--- config.mk ---
export PLATFORM = sky130hd
export DESIGN_NAME = oas_regs
export DESIGN_NICKNAME = d
export VERILOG_FILES = /design/src/hdl/oas_regs.v
export VERILOG_INCLUDE_DIRS = /design/src /design/src/hdl
export SDC_FILE = /design/constraint.sdc
export NUM_CORES = 2
export LEC_CHECK = 0
export ABC_CLOCK_PERIOD_IN_PS = 10850
export BUFFER_PORTS_ARGS = -buffer_cell sky130_fd_sc_hd__buf_2
export CAP_MARGIN = 20
export CORE_UTILIZATION = 40
export DETAILED_ROUTE_END_ITERATION = 6
export MAX_ROUTING_LAYER = met4
export PLACE_DENSITY_LB_ADDON = 0.15
export SKIP_LAST_GASP = 1
export SYNTH_ARGS = -nofsm -noshare
export SYNTH_HDL_FRONTEND = slang
export SYNTH_SLANG_ARGS = --single-unit
--- constraint.sdc ---
create_clock -name core_clk -period 10.85 [get_ports core_clk]
set_input_delay 2.17 -clock core_clk [delete_from_list [all_inputs] [get_ports core_clk]]
set_output_delay 2.17 -clock core_clk [all_outputs]
set_load 0.01 [all_outputs]
--- src/hdl/oas_defs.vh ---
/*
  Constants for the offset, alarm and error-flag register bank.
  Assumes inclusion by oas_regs.v only; holds definitions and nothing else.
*/
`ifndef OAS_DEFS_VH
`define OAS_DEFS_VH

// ----------------------------------------------------------------
// Register indices on the register port
// ----------------------------------------------------------------
`define OAS_IDX_X_ACCEL_OFFSET     4'h0
`define OAS_IDX_Y_ACCEL_OFFSET     4'h1
`define OAS_IDX_X_INCLINE_OFFSET   4'h2
`define OAS_IDX_Y_INCLINE_OFFSET   4'h3
`define OAS_IDX_ROTATION_OFFSET    4'h4
`define OAS_IDX_ALARM_ONE_THR      4'h5
`define OAS_IDX_ALARM_TWO_THR      4'h6
`define OAS_IDX_ALARM_ONE_COUNT    4'h7
`define OAS_IDX_ALARM_TWO_COUNT    4'h8
`define OAS_IDX_ALARM_CONTROL      4'h9
`define OAS_IDX_ERROR_FLAGS        4'hA

// ----------------------------------------------------------------
// Reset values
// ----------------------------------------------------------------
`define OAS_RST_OFFSET             16'h0000
`define OAS_RST_THRESHOLD          16'h0000
`define OAS_RST_SAMPLE_COUNT       16'h0001
`define OAS_RST_CONTROL            16'h0000
`define OAS_RST_FLAGS              16'h0000

// ----------------------------------------------------------------
// Field positions
// ----------------------------------------------------------------
`define OAS_DATA_MSB               13
`define OAS_THR_DIR_BIT            15
`define OAS_COUNT_MSB              7
`define OAS_CTL_SRC2_MSB           15
`define OAS_CTL_SRC2_LSB           12
`define OAS_CTL_SRC1_MSB           11
`define OAS_CTL_SRC1_LSB           8
`define OAS_CTL_RATE2_BIT          6
`define OAS_CTL_RATE1_BIT          5
`define OAS_CTL_FILT2_BIT          4
`define OAS_CTL_FILT1_BIT          3
`define OAS_CTL_IND_EN_BIT         2
`define OAS_CTL_IND_POL_BIT        1
`define OAS_CTL_IND_SEL_BIT        0
`define OAS_FLG_ALARM2_BIT         9
`define OAS_FLG_ALARM1_BIT         8
`define OAS_FLG_SELFTEST_BIT       5
`define OAS_FLG_COMM_BIT           3
`define OAS_FLG_FLASH_BIT          2
`define OAS_FLG_SUPPLY_HI_BIT      1
`define OAS_FLG_SUPPLY_LO_BIT      0

// ----------------------------------------------------------------
// Writable-bit masks (unused bits read as zero)
// ----------------------------------------------------------------
`define OAS_MASK_OFFSET            16'h3FFF
`define OAS_MASK_THRESHOLD         16'hBFFF
`define OAS_MASK_COUNT             16'h00FF
`define OAS_MASK_CONTROL           16'hFF7F

// ----------------------------------------------------------------
// Alarm source codes
// ----------------------------------------------------------------
`define OAS_SRC_OFF                4'h0
`define OAS_SRC_SUPPLY             4'h1
`define OAS_SRC_X_ACCEL            4'h2
`define OAS_SRC_Y_ACCEL            4'h3
`define OAS_SRC_AUX_ADC            4'h4
`define OAS_SRC_TEMP               4'h5
`define OAS_SRC_X_INCLINE          4'h6
`define OAS_SRC_Y_INCLINE          4'h7
`define OAS_SRC_ROTATION           4'h8

// ----------------------------------------------------------------
// Supply limits: millivolts and supply-code weight in microvolts
// ----------------------------------------------------------------
`define OAS_SUPPLY_HI_MV           3625
`define OAS_SUPPLY_LO_MV           2975
`define OAS_SUPPLY_UV_PER_LSB      1000
`define OAS_SUPPLY_HI_CODE  ((`OAS_SUPPLY_HI_MV * 1000) / `OAS_SUPPLY_UV_PER_LSB)
`define OAS_SUPPLY_LO_CODE  ((`OAS_SUPPLY_LO_MV * 1000) / `OAS_SUPPLY_UV_PER_LSB)

`endif

--- src/hdl/oas_regs.v ---
/*
  Offset, dual-alarm and error-flag register bank of a tilt sensor, with the
  alarm evaluation engine. Assumes a serial front end on core_clk that turns
  host transfers into single-cycle register reads and writes, and a sampler
  that presents raw and filtered data with a one-cycle sampleTick pulse.
*/
// How it works
// - Acceleration offsets are signed 14-bit values, top two bits unused.
// - Incline and rotation offsets are signed 14-bit values in bits 13:0.
// - Two alarm channels run independently with their own settings.
// - Rate mode averages sample differences over the count, then compares.
// - Threshold bit 15 picks greater-than when one, less-than when zero.
// - Threshold bits 13:0 hold the magnitude in the source format.
// - Sample count uses bits 7:0; zero and one both mean one; resets to one.
// - Control bits 15:12 choose alarm two source; zero disables it.
// - Control bits 11:8 choose alarm one source, same encoding.
// - Bits 6 and 5 switch alarm two and one to rate-of-change.
// - Bits 4 and 3 choose filtered data for alarm two and one.
// - Incline and rotation sources always compare filtered data.
// - Control bit 2 routes the alarm condition onto an aux line.
// - Control bit 1 sets indicator polarity, one meaning active high.
// - Control bit 0 picks aux line two when one, line one when zero.
// - Reading the error flag register clears every flag.
// - A persisting condition sets its flag again at the next sample.
// - Flag bits 9 and 8 report alarm two and alarm one.
// - Flag bits 5, 3, 2 report self-test, serial and update failures.
// - Flag bit 1 sets when supply is at or above 3.625 V.
// - Flag bit 0 sets when supply is at or below 2.975 V.
// - Factory restore returns all offset registers to defaults.
`timescale 1ns/10ps
`include "oas_defs.vh"

// ----------------------------------------------------------------
// One alarm channel
// ----------------------------------------------------------------
module oas_alarm_chan
(
  input  wire        core_clk,
  input  wire        rst_n,
  input  wire        sampleTick,
  input  wire        enable,
  input  wire        rateMode,
  input  wire [13:0] value,
  input  wire [15:0] threshold,
  input  wire [7:0]  sampleCount,
  output reg         active
);

  reg signed [13:0] prevVal;
  reg               havePrev;
  reg signed [23:0] accSum;
  reg [7:0]         seen;

  wire signed [13:0] curVal    = value;
  wire signed [13:0] thrMag    = threshold[`OAS_DATA_MSB:0];
  wire               greater   = threshold[`OAS_THR_DIR_BIT];
  wire [7:0]         effCount  = (sampleCount <= 8'h01) ? 8'h01 : sampleCount;
  wire signed [23:0] diffExt   = {{10{curVal[13]}}, curVal} - {{10{prevVal[13]}}, prevVal};
  wire signed [23:0] next_sum  = accSum + diffExt;
  // Comparing the sum against threshold times count avoids a divider.
  wire signed [23:0] thrScaled = {{10{thrMag[13]}}, thrMag} * $signed({16'h0000, effCount});
  wire               staticHit = greater ? (curVal > thrMag) : (curVal < thrMag);
  wire               rateHit   = greater ? (next_sum > thrScaled) : (next_sum < thrScaled);
  wire               lastOne   = ((seen + 8'h01) >= effCount);

  always @(posedge core_clk or negedge rst_n)
  begin
    if (!rst_n)
    begin
      prevVal  <= 14'h0000;
      havePrev <= 1'b0;
      accSum   <= 24'h000000;
      seen     <= 8'h00;
      active   <= 1'b0;
    end
    else if (!enable)
    begin
      havePrev <= 1'b0;
      accSum   <= 24'h000000;
      seen     <= 8'h00;
      active   <= 1'b0;
    end
    else if (sampleTick)
    begin
      prevVal  <= curVal;
      havePrev <= 1'b1;
      if (!rateMode)
      begin
        accSum <= 24'h000000;
        seen   <= 8'h00;
        active <= staticHit;
      end
      else if (havePrev)
      begin
        if (lastOne)
        begin
          active <= rateHit;
          accSum <= 24'h000000;
          seen   <= 8'h00;
        end
        else
        begin
          accSum <= next_sum;
          seen   <= seen + 8'h01;
        end
      end
    end
  end

endmodule // oas_alarm_chan

// ----------------------------------------------------------------
// Register bank top
// ----------------------------------------------------------------
module oas_regs
(
  input  wire        core_clk,
  input  wire        rst_n,
  input  wire        sampleTick,
  input  wire [13:0] supplyRaw,
  input  wire [13:0] supplyFilt,
  input  wire [13:0] xAccelRaw,
  input  wire [13:0] xAccelFilt,
  input  wire [13:0] yAccelRaw,
  input  wire [13:0] yAccelFilt,
  input  wire [13:0] auxAdcRaw,
  input  wire [13:0] auxAdcFilt,
  input  wire [13:0] tempRaw,
  input  wire [13:0] tempFilt,
  input  wire [13:0] xInclineRaw,
  input  wire [13:0] xInclineFilt,
  input  wire [13:0] yInclineRaw,
  input  wire [13:0] yInclineFilt,
  input  wire [13:0] rotationRaw,
  input  wire [13:0] rotationFilt,
  input  wire        selfTestFail,
  input  wire        commFail,
  input  wire        flashFail,
  input  wire        factoryRestore,
  input  wire [3:0]  regSel,
  input  wire        regWrite,
  input  wire        regRead,
  input  wire [15:0] regWrData,
  output reg  [15:0] regRdData,
  output reg  [13:0] xAccelOut,
  output reg  [13:0] yAccelOut,
  output reg  [13:0] xInclineOut,
  output reg  [13:0] yInclineOut,
  output reg  [13:0] rotationOut,
  output reg         auxLineOneOut,
  output reg         auxLineOneOe,
  output reg         auxLineTwoOut,
  output reg         auxLineTwoOe
);

  // ----------------------------------------------------------------
  // Storage
  // ----------------------------------------------------------------
  reg [15:0] xAccelOffset;
  reg [15:0] yAccelOffset;
  reg [15:0] xInclineOffset;
  reg [15:0] yInclineOffset;
  reg [15:0] rotationOffset;
  reg [15:0] alarmOneThreshold;
  reg [15:0] alarmTwoThreshold;
  reg [15:0] alarmOneSampleCount;
  reg [15:0] alarmTwoSampleCount;
  reg [15:0] alarmControl;
  reg [15:0] errorFlags;
  reg [15:0] next_flags;
  reg [15:0] rdMux;

  wire       alarmOneActive;
  wire       alarmTwoActive;

  // ----------------------------------------------------------------
  // Offset correction
  // ----------------------------------------------------------------
  // Sums wrap at 14 bits; saturation is left to the sampler.
  wire [13:0] xAccelCorr  = xAccelRaw + xAccelOffset[`OAS_DATA_MSB:0];
  wire [13:0] xAccelCorrF = xAccelFilt + xAccelOffset[`OAS_DATA_MSB:0];
  wire [13:0] yAccelCorr  = yAccelRaw + yAccelOffset[`OAS_DATA_MSB:0];
  wire [13:0] yAccelCorrF = yAccelFilt + yAccelOffset[`OAS_DATA_MSB:0];
  wire [13:0] xInclCorrF  = xInclineFilt + xInclineOffset[`OAS_DATA_MSB:0];
  wire [13:0] yInclCorrF  = yInclineFilt + yInclineOffset[`OAS_DATA_MSB:0];
  wire [13:0] rotCorrF    = rotationFilt + rotationOffset[`OAS_DATA_MSB:0];

  always @(posedge core_clk or negedge rst_n)
  begin
    if (!rst_n)
    begin
      xAccelOut   <= 14'h0000;
      yAccelOut   <= 14'h0000;
      xInclineOut <= 14'h0000;
      yInclineOut <= 14'h0000;
      rotationOut <= 14'h0000;
    end
    else if (sampleTick)
    begin
      xAccelOut   <= xAccelCorr;
      yAccelOut   <= yAccelCorr;
      xInclineOut <= xInclineRaw + xInclineOffset[`OAS_DATA_MSB:0];
      yInclineOut <= yInclineRaw + yInclineOffset[`OAS_DATA_MSB:0];
      rotationOut <= rotationRaw + rotationOffset[`OAS_DATA_MSB:0];
    end
  end

  // ----------------------------------------------------------------
  // Alarm source selection
  // ----------------------------------------------------------------
  function [13:0] pickSource;
    input [3:0] code;
    input       useFilt;
    input [13:0] sup;
    input [13:0] supF;
    input [13:0] xa;
    input [13:0] xaF;
    input [13:0] ya;
    input [13:0] yaF;
    input [13:0] aux;
    input [13:0] auxF;
    input [13:0] tmp;
    input [13:0] tmpF;
    input [13:0] xiF;
    input [13:0] yiF;
    input [13:0] roF;
    begin
      case (code)
        `OAS_SRC_SUPPLY:    pickSource = useFilt ? supF : sup;
        `OAS_SRC_X_ACCEL:   pickSource = useFilt ? xaF : xa;
        `OAS_SRC_Y_ACCEL:   pickSource = useFilt ? yaF : ya;
        `OAS_SRC_AUX_ADC:   pickSource = useFilt ? auxF : aux;
        `OAS_SRC_TEMP:      pickSource = useFilt ? tmpF : tmp;
        `OAS_SRC_X_INCLINE: pickSource = xiF;
        `OAS_SRC_Y_INCLINE: pickSource = yiF;
        `OAS_SRC_ROTATION:  pickSource = roF;
        default:            pickSource = 14'h0000;
      endcase
    end
  endfunction

  wire [3:0] srcOne = alarmControl[`OAS_CTL_SRC1_MSB:`OAS_CTL_SRC1_LSB];
  wire [3:0] srcTwo = alarmControl[`OAS_CTL_SRC2_MSB:`OAS_CTL_SRC2_LSB];
  // Codes above the documented range behave as disabled.
  wire       enOne  = (srcOne != `OAS_SRC_OFF) && (srcOne <= `OAS_SRC_ROTATION);
  wire       enTwo  = (srcTwo != `OAS_SRC_OFF) && (srcTwo <= `OAS_SRC_ROTATION);

  wire [13:0] valOne = pickSource(srcOne, alarmControl[`OAS_CTL_FILT1_BIT],
    supplyRaw, supplyFilt, xAccelCorr, xAccelCorrF, yAccelCorr, yAccelCorrF,
    auxAdcRaw, auxAdcFilt, tempRaw, tempFilt, xInclCorrF, yInclCorrF, rotCorrF);
  wire [13:0] valTwo = pickSource(srcTwo, alarmControl[`OAS_CTL_FILT2_BIT],
    supplyRaw, supplyFilt, xAccelCorr, xAccelCorrF, yAccelCorr, yAccelCorrF,
    auxAdcRaw, auxAdcFilt, tempRaw, tempFilt, xInclCorrF, yInclCorrF, rotCorrF);

  // ----------------------------------------------------------------
  // Alarm channels
  // ----------------------------------------------------------------
  oas_alarm_chan alarmOne
  (
    .core_clk    (core_clk),
    .rst_n       (rst_n),
    .sampleTick  (sampleTick),
    .enable      (enOne),
    .rateMode    (alarmControl[`OAS_CTL_RATE1_BIT]),
    .value       (valOne),
    .threshold   (alarmOneThreshold),
    .sampleCount (alarmOneSampleCount[`OAS_COUNT_MSB:0]),
    .active      (alarmOneActive)
  );

  oas_alarm_chan alarmTwo
  (
    .core_clk    (core_clk),
    .rst_n       (rst_n),
    .sampleTick  (sampleTick),
    .enable      (enTwo),
    .rateMode    (alarmControl[`OAS_CTL_RATE2_BIT]),
    .value       (valTwo),
    .threshold   (alarmTwoThreshold),
    .sampleCount (alarmTwoSampleCount[`OAS_COUNT_MSB:0]),
    .active      (alarmTwoActive)
  );

  // ----------------------------------------------------------------
  // Alarm indicator
  // ----------------------------------------------------------------
  wire alarmAny = alarmOneActive | alarmTwoActive;
  wire indLevel = alarmControl[`OAS_CTL_IND_POL_BIT] ? alarmAny : ~alarmAny;
  wire indOn    = alarmControl[`OAS_CTL_IND_EN_BIT];
  wire indTwo   = alarmControl[`OAS_CTL_IND_SEL_BIT];

  always @(posedge core_clk or negedge rst_n)
  begin
    if (!rst_n)
    begin
      auxLineOneOut <= 1'b0;
      auxLineOneOe  <= 1'b0;
      auxLineTwoOut <= 1'b0;
      auxLineTwoOe  <= 1'b0;
    end
    else
    begin
      auxLineOneOe  <= indOn & ~indTwo;
      auxLineTwoOe  <= indOn & indTwo;
      auxLineOneOut <= indOn & ~indTwo & indLevel;
      auxLineTwoOut <= indOn & indTwo & indLevel;
    end
  end

  // ----------------------------------------------------------------
  // Error flags
  // ----------------------------------------------------------------
  wire supplyHigh = ({18'h00000, supplyRaw} >= `OAS_SUPPLY_HI_CODE);
  wire supplyLow  = ({18'h00000, supplyRaw} <= `OAS_SUPPLY_LO_CODE);

  always @*
  begin
    next_flags = errorFlags;
    if (regRead && (regSel == `OAS_IDX_ERROR_FLAGS))
    begin
      next_flags = 16'h0000;
    end
    // Setting follows clearing so an event in the read cycle is kept.
    if (sampleTick)
    begin
      next_flags[`OAS_FLG_ALARM2_BIT]    = next_flags[`OAS_FLG_ALARM2_BIT] | alarmTwoActive;
      next_flags[`OAS_FLG_ALARM1_BIT]    = next_flags[`OAS_FLG_ALARM1_BIT] | alarmOneActive;
      next_flags[`OAS_FLG_SELFTEST_BIT]  = next_flags[`OAS_FLG_SELFTEST_BIT] | selfTestFail;
      next_flags[`OAS_FLG_COMM_BIT]      = next_flags[`OAS_FLG_COMM_BIT] | commFail;
      next_flags[`OAS_FLG_FLASH_BIT]     = next_flags[`OAS_FLG_FLASH_BIT] | flashFail;
      next_flags[`OAS_FLG_SUPPLY_HI_BIT] = next_flags[`OAS_FLG_SUPPLY_HI_BIT] | supplyHigh;
      next_flags[`OAS_FLG_SUPPLY_LO_BIT] = next_flags[`OAS_FLG_SUPPLY_LO_BIT] | supplyLow;
    end
  end

  // ----------------------------------------------------------------
  // Register writes
  // ----------------------------------------------------------------
  always @(posedge core_clk or negedge rst_n)
  begin
    if (!rst_n)
    begin
      xAccelOffset        <= `OAS_RST_OFFSET;
      yAccelOffset        <= `OAS_RST_OFFSET;
      xInclineOffset      <= `OAS_RST_OFFSET;
      yInclineOffset      <= `OAS_RST_OFFSET;
      rotationOffset      <= `OAS_RST_OFFSET;
      alarmOneThreshold   <= `OAS_RST_THRESHOLD;
      alarmTwoThreshold   <= `OAS_RST_THRESHOLD;
      alarmOneSampleCount <= `OAS_RST_SAMPLE_COUNT;
      alarmTwoSampleCount <= `OAS_RST_SAMPLE_COUNT;
      alarmControl        <= `OAS_RST_CONTROL;
      errorFlags          <= `OAS_RST_FLAGS;
    end
    else
    begin
      errorFlags <= next_flags;
      if (factoryRestore)
      begin
        xAccelOffset   <= `OAS_RST_OFFSET;
        yAccelOffset   <= `OAS_RST_OFFSET;
        xInclineOffset <= `OAS_RST_OFFSET;
        yInclineOffset <= `OAS_RST_OFFSET;
        rotationOffset <= `OAS_RST_OFFSET;
      end
      else if (regWrite)
      begin
        case (regSel)
          `OAS_IDX_X_ACCEL_OFFSET:   xAccelOffset   <= regWrData & `OAS_MASK_OFFSET;
          `OAS_IDX_Y_ACCEL_OFFSET:   yAccelOffset   <= regWrData & `OAS_MASK_OFFSET;
          `OAS_IDX_X_INCLINE_OFFSET: xInclineOffset <= regWrData & `OAS_MASK_OFFSET;
          `OAS_IDX_Y_INCLINE_OFFSET: yInclineOffset <= regWrData & `OAS_MASK_OFFSET;
          `OAS_IDX_ROTATION_OFFSET:  rotationOffset <= regWrData & `OAS_MASK_OFFSET;
          default:                   xAccelOffset   <= xAccelOffset;
        endcase
      end
      if (regWrite)
      begin
        case (regSel)
          `OAS_IDX_ALARM_ONE_THR:   alarmOneThreshold   <= regWrData & `OAS_MASK_THRESHOLD;
          `OAS_IDX_ALARM_TWO_THR:   alarmTwoThreshold   <= regWrData & `OAS_MASK_THRESHOLD;
          `OAS_IDX_ALARM_ONE_COUNT: alarmOneSampleCount <= regWrData & `OAS_MASK_COUNT;
          `OAS_IDX_ALARM_TWO_COUNT: alarmTwoSampleCount <= regWrData & `OAS_MASK_COUNT;
          `OAS_IDX_ALARM_CONTROL:   alarmControl        <= regWrData & `OAS_MASK_CONTROL;
          default:                  alarmControl        <= alarmControl;
        endcase
      end
    end
  end

  // ----------------------------------------------------------------
  // Register reads
  // ----------------------------------------------------------------
  always @*
  begin
    case (regSel)
      `OAS_IDX_X_ACCEL_OFFSET:   rdMux = xAccelOffset;
      `OAS_IDX_Y_ACCEL_OFFSET:   rdMux = yAccelOffset;
      `OAS_IDX_X_INCLINE_OFFSET: rdMux = xInclineOffset;
      `OAS_IDX_Y_INCLINE_OFFSET: rdMux = yInclineOffset;
      `OAS_IDX_ROTATION_OFFSET:  rdMux = rotationOffset;
      `OAS_IDX_ALARM_ONE_THR:    rdMux = alarmOneThreshold;
      `OAS_IDX_ALARM_TWO_THR:    rdMux = alarmTwoThreshold;
      `OAS_IDX_ALARM_ONE_COUNT:  rdMux = alarmOneSampleCount;
      `OAS_IDX_ALARM_TWO_COUNT:  rdMux = alarmTwoSampleCount;
      `OAS_IDX_ALARM_CONTROL:    rdMux = alarmControl;
      `OAS_IDX_ERROR_FLAGS:      rdMux = errorFlags;
      default:                   rdMux = 16'h0000;
    endcase
  end

  // Read data is captured with the read strobe so the flag clear cannot race it.
  always @(posedge core_clk or negedge rst_n)
  begin
    if (!rst_n)
    begin
      regRdData <= 16'h0000;
    end
    else if (regRead)
    begin
      regRdData <= rdMux;
    end
  end

endmodule // oas_regs

==> flow_metrics.env <==
export IMPL_result_of_the_run="complete, but fails checks"
export IMPL_violations="DRC"
export IMPL_hold_violations=0
export IMPL_placeableCoreArea_mm2=0.0851
export IMPL_cts_sinks=324
export IMPL_cell_internal_pwr_mw=6.70
export IMPL_timing_worst_slew_pin_value_ns=1.11
export IMPL_floorplan_io_pins=343
export IMPL_cp_arrival_ns=10.50
export IMPL_grt_antenna_before_repair=14
export IMPL_synthFlopType="dfrtp_1"
export IMPL_synth_largest_type_area_fraction=0.235
export IMPL_worstSetupStartpoint="yInclineFilt[0]"
export IMPL_drt_iter0_drcs=2888
export IMPL_total_of_endpoints_with_negative_setup_slack_in_the_final_report=0
export IMPL_clk_pin_slew_ns=0.06
export IMPL_timing_setup_critical_path_class="input pin to flop"
export IMPL_row_count=107
export IMPL_critical_path_max_fanout=5
export IMPL_clock_power_share=0.101
export IMPL_final_cell_area_mm2=0.0389
export IMPL_detailed_place_hpwl_um=105000
export IMPL_endpoint_class_of_the_critical_path="flop"
export IMPL_wl_cell_um=24.1
export IMPL_setup_total_negative_slack_ns=0
export IMPL_yosysMostFrequentCell="inv_1"
export IMPL_dieHeight_um=295
export IMPL_post_place_ws_ns=0.350
export IMPL_cell_occurring_most_often_along_the_worst_timing_path="ha_1"
export IMPL_worstReg2RegEnd="alarmTwo.active$_DFFE_PN0P_"
export IMPL_grt_max_degree=87
export IMPL_cts_buffers=42
export IMPL_timing_clock_skew_ns=0.0337
export IMPL_max_freq_mhz=99.7
export IMPL_cts_setup_buffers=0
export IMPL_timing_reg2reg_worst_path_depth=38
export IMPL_number_of_synthesized_flops_with_an_enable_pin=0
export IMPL_ys_top_cells_by_area="dfrtp_1, ha_1, fa_1"
export IMPL_min_period_over_period=0.925
export IMPL_gpl_final_weighted_congestion=1.02
export IMPL_floorplan_initialDensity=0.403
export IMPL_netlist_top_cells_count="inv_1, nand2_1, ha_1"
export IMPL_tritoncts_clock_tree="yes"
export IMPL_postSynthCellCount=3909
export IMPL_total_leakage_power_nw=19.2
export IMPL_comb_power_share=0.776
export IMPL_irDropWorstVdd_uv=411
export IMPL_ys_seq_area_frac=0.236
export IMPL_hold_depth=1
export IMPL_route_detailed_drc=17
export IMPL_min_from="alarmOne.havePrev$_DFFE_PN0P_"
export IMPL_design_final_nets=5072
export IMPL_worst_slew_margin_relative_to_its_limit=0.259
export IMPL_p_switching_mw=7.29
export IMPL_total_die_area_mm2=0.0871
export IMPL_rsz0062_at_grt="false"
export IMPL_routed_wirelength_um=131000
export IMPL_share_seq_of_total_power=0.123
export IMPL_clockBufferDepth=3
export IMPL_grt_use_total=0.305
export IMPL_holdCritPathClass="flop to flop"
export IMPL_die_w_um=295
export IMPL_yosysUniqueCellTypes=93
export IMPL_grt_first_pass_wirelength_um=192000
export IMPL_crit_path_start_kind="input pin"
export IMPL_areaGrowthSynthToFinish_pct=13.3
export IMPL_timing_final_crit_period_ns=10.03
export IMPL_drt_pass1_iter_count=7
export IMPL_post_place_cells=5328
export IMPL_ff2ff_setup_slack_ns=1.83
export IMPL_synthesis_nets=4752
export IMPL_post_route_util=0.457
export IMPL_first_global_vias=29890
export IMPL_number_of_warnings_issued_by_yosys=0
export IMPL_grt_overflow_total=0
export IMPL_cp_slowest_cell="or4_4"
export IMPL_clock_root_buffer="clkbuf_16"
export IMPL_final_max_slew_violation_count=0
export IMPL_cts_hold_buf=0
export IMPL_share_of_flip_flops_with_an_asynchronous_set_or_reset_after_synthesis=1.00
export IMPL_max_cap_violations=0
export IMPL_clock_latency_ns=0.61
export IMPL_p_per_area_mw_per_mm2=359
export IMPL_port_buffer_count=342
export IMPL_timing_hold_worst_endpoint="alarmOne.havePrev$_DFFE_PN0P_"
export IMPL_detail_route_vias_per_cell=5.69
export IMPL_cts_htree_levels=2
export IMPL_cts_resized=0
export IMPL_netSwitchingFraction=0.521
export IMPL_avgSynthCellArea_um2=8.79
export IMPL_ys_seq_elements=324
export IMPL_postPlaceCellArea_mm2=0.0376
export IMPL_cp_slowest_stage_delay_ns=0.50
export IMPL_synthesis_area_mm2=0.0344
export IMPL_num_vias=30785
export IMPL_post_synth_top_area_cell="dfrtp_1"
export IMPL_setup_slack_ns=0.817
export IMPL_detail_route_antenna_nets=0
export IMPL_layout_drive_gt1_share=0.151
export IMPL_timing_rr_start="alarmControl[15]$_DFFE_PN0P_"
export IMPL_final_cells=5415
export IMPL_worst_endpoint_required_ns=11.31
## placed cells by master (no fill, tap or decap), types with 34 or more instances in the layout
master and instances:
a21o_1 91, a21oi_1 273, a222oi_1 39, a22o_1 76, a22oi_1 63, buf_2 340, buf_4 67, clkbuf_16 43
dfrtp_1 320, fa_1 194, ha_1 396, inv_1 426, mux2_2 125, nand2_1 414, nand2b_1 34, nand3_1 63
nor2_1 297, nor2b_1 43, nor3_1 50, o21a_1 40, o21ai_0 156, xnor2_1 132, xor2_1 94
## state kept, by name (all words and copies together) (netlist names), 15 cells and up
signal             count
alarmControl          15
alarmOneThreshold     15
alarmTwoThreshold     15
alarmOne.accSum       24
regRdData             16
alarmTwo.accSum       24
## cells by family after synthesis
group                    synth area share
AND/OR/NAND/NOR                     0.133
multiplexers                       0.0503
buffers and inverters              0.0613
AO/OA/AOI/OAI                       0.203
adder cells (fa/ha/maj)             0.258
flip-flops                          0.236
XOR/XNOR                           0.0588
## power groups by stage
stage / combinational [mW] / sequential (mW) / clock [mW]
2_1_floorplan: 7.95 / 1.59 / 0
6_report: 10.9 / 1.73 / 1.41
5_1_grt: 12.2 / 1.75 / 1.48
3_5_place_dp: 10.8 / 1.73 / 0
3_3_place_gp: 10.8 / 1.73 / 0
4_1_cts: 10.9 / 1.72 / 1.43
## routing by layer
| metal | wire (µm) | GRT usage |
|---|---|---|
| met2 | 58800 | 0.470 |
| met5 | 0 | - |
| met3 | 9990 | 0.0501 |
| met1 | 55500 | 0.397 |
| met4 | 6290 | 0.129 |
## metrics by stage
stage	hold slack (ns)	power (mW)
global route	0.473	15.5
finish	0.473	14.0
CTS	0.472	14.1
global placement	0.453	12.5
detailed placement	0.460	12.6
floorplan	0.442	9.54
## critical path: cells and delay by family
family,cells,cell delay [ns]
xor gates and xnor gates,2,0.48
adders and majority gates,5,1.58
buffers and inverters,4,0.51
AOI/OAI and AO/OA,21,4.03
and+or+nand+nor,8,1.71
## area by class of cell
| cell class | count | area, µm² |
|---|---|---|
| fill | 8516 | 46200 |
| multi-input combinational | 3025 | 24200 |
| sequential | 324 | 8110 |
| timing repair buffer | 409 | 2230 |
| inverter | 427 | 1600 |
| tap | 1144 | 1430 |
| clock buffer | 65 | 1200 |
| clock inverter | 9 | 120 |
| antenna | 12 | 30.0 |
## worst max-delay path by stage
stage,end,slack [ns],cells after the start
2_1_floorplan,alarmTwo.active$_DFFE_PN0P_,1.47,37
3_3_place_gp,alarmTwo.active$_DFFE_PN0P_,0.43,40
3_5_place_dp,alarmTwo.active$_DFFE_PN0P_,0.35,40
4_1_cts,alarmTwo.active$_DFFE_PN0P_,0.94,40
5_1_grt,alarmOne.active$_DFFE_PN0P_,0.30,34
6_report,alarmTwo.active$_DFFE_PN0P_,0.82,40
No activity file was read; power rests on OpenSTA's default activity.
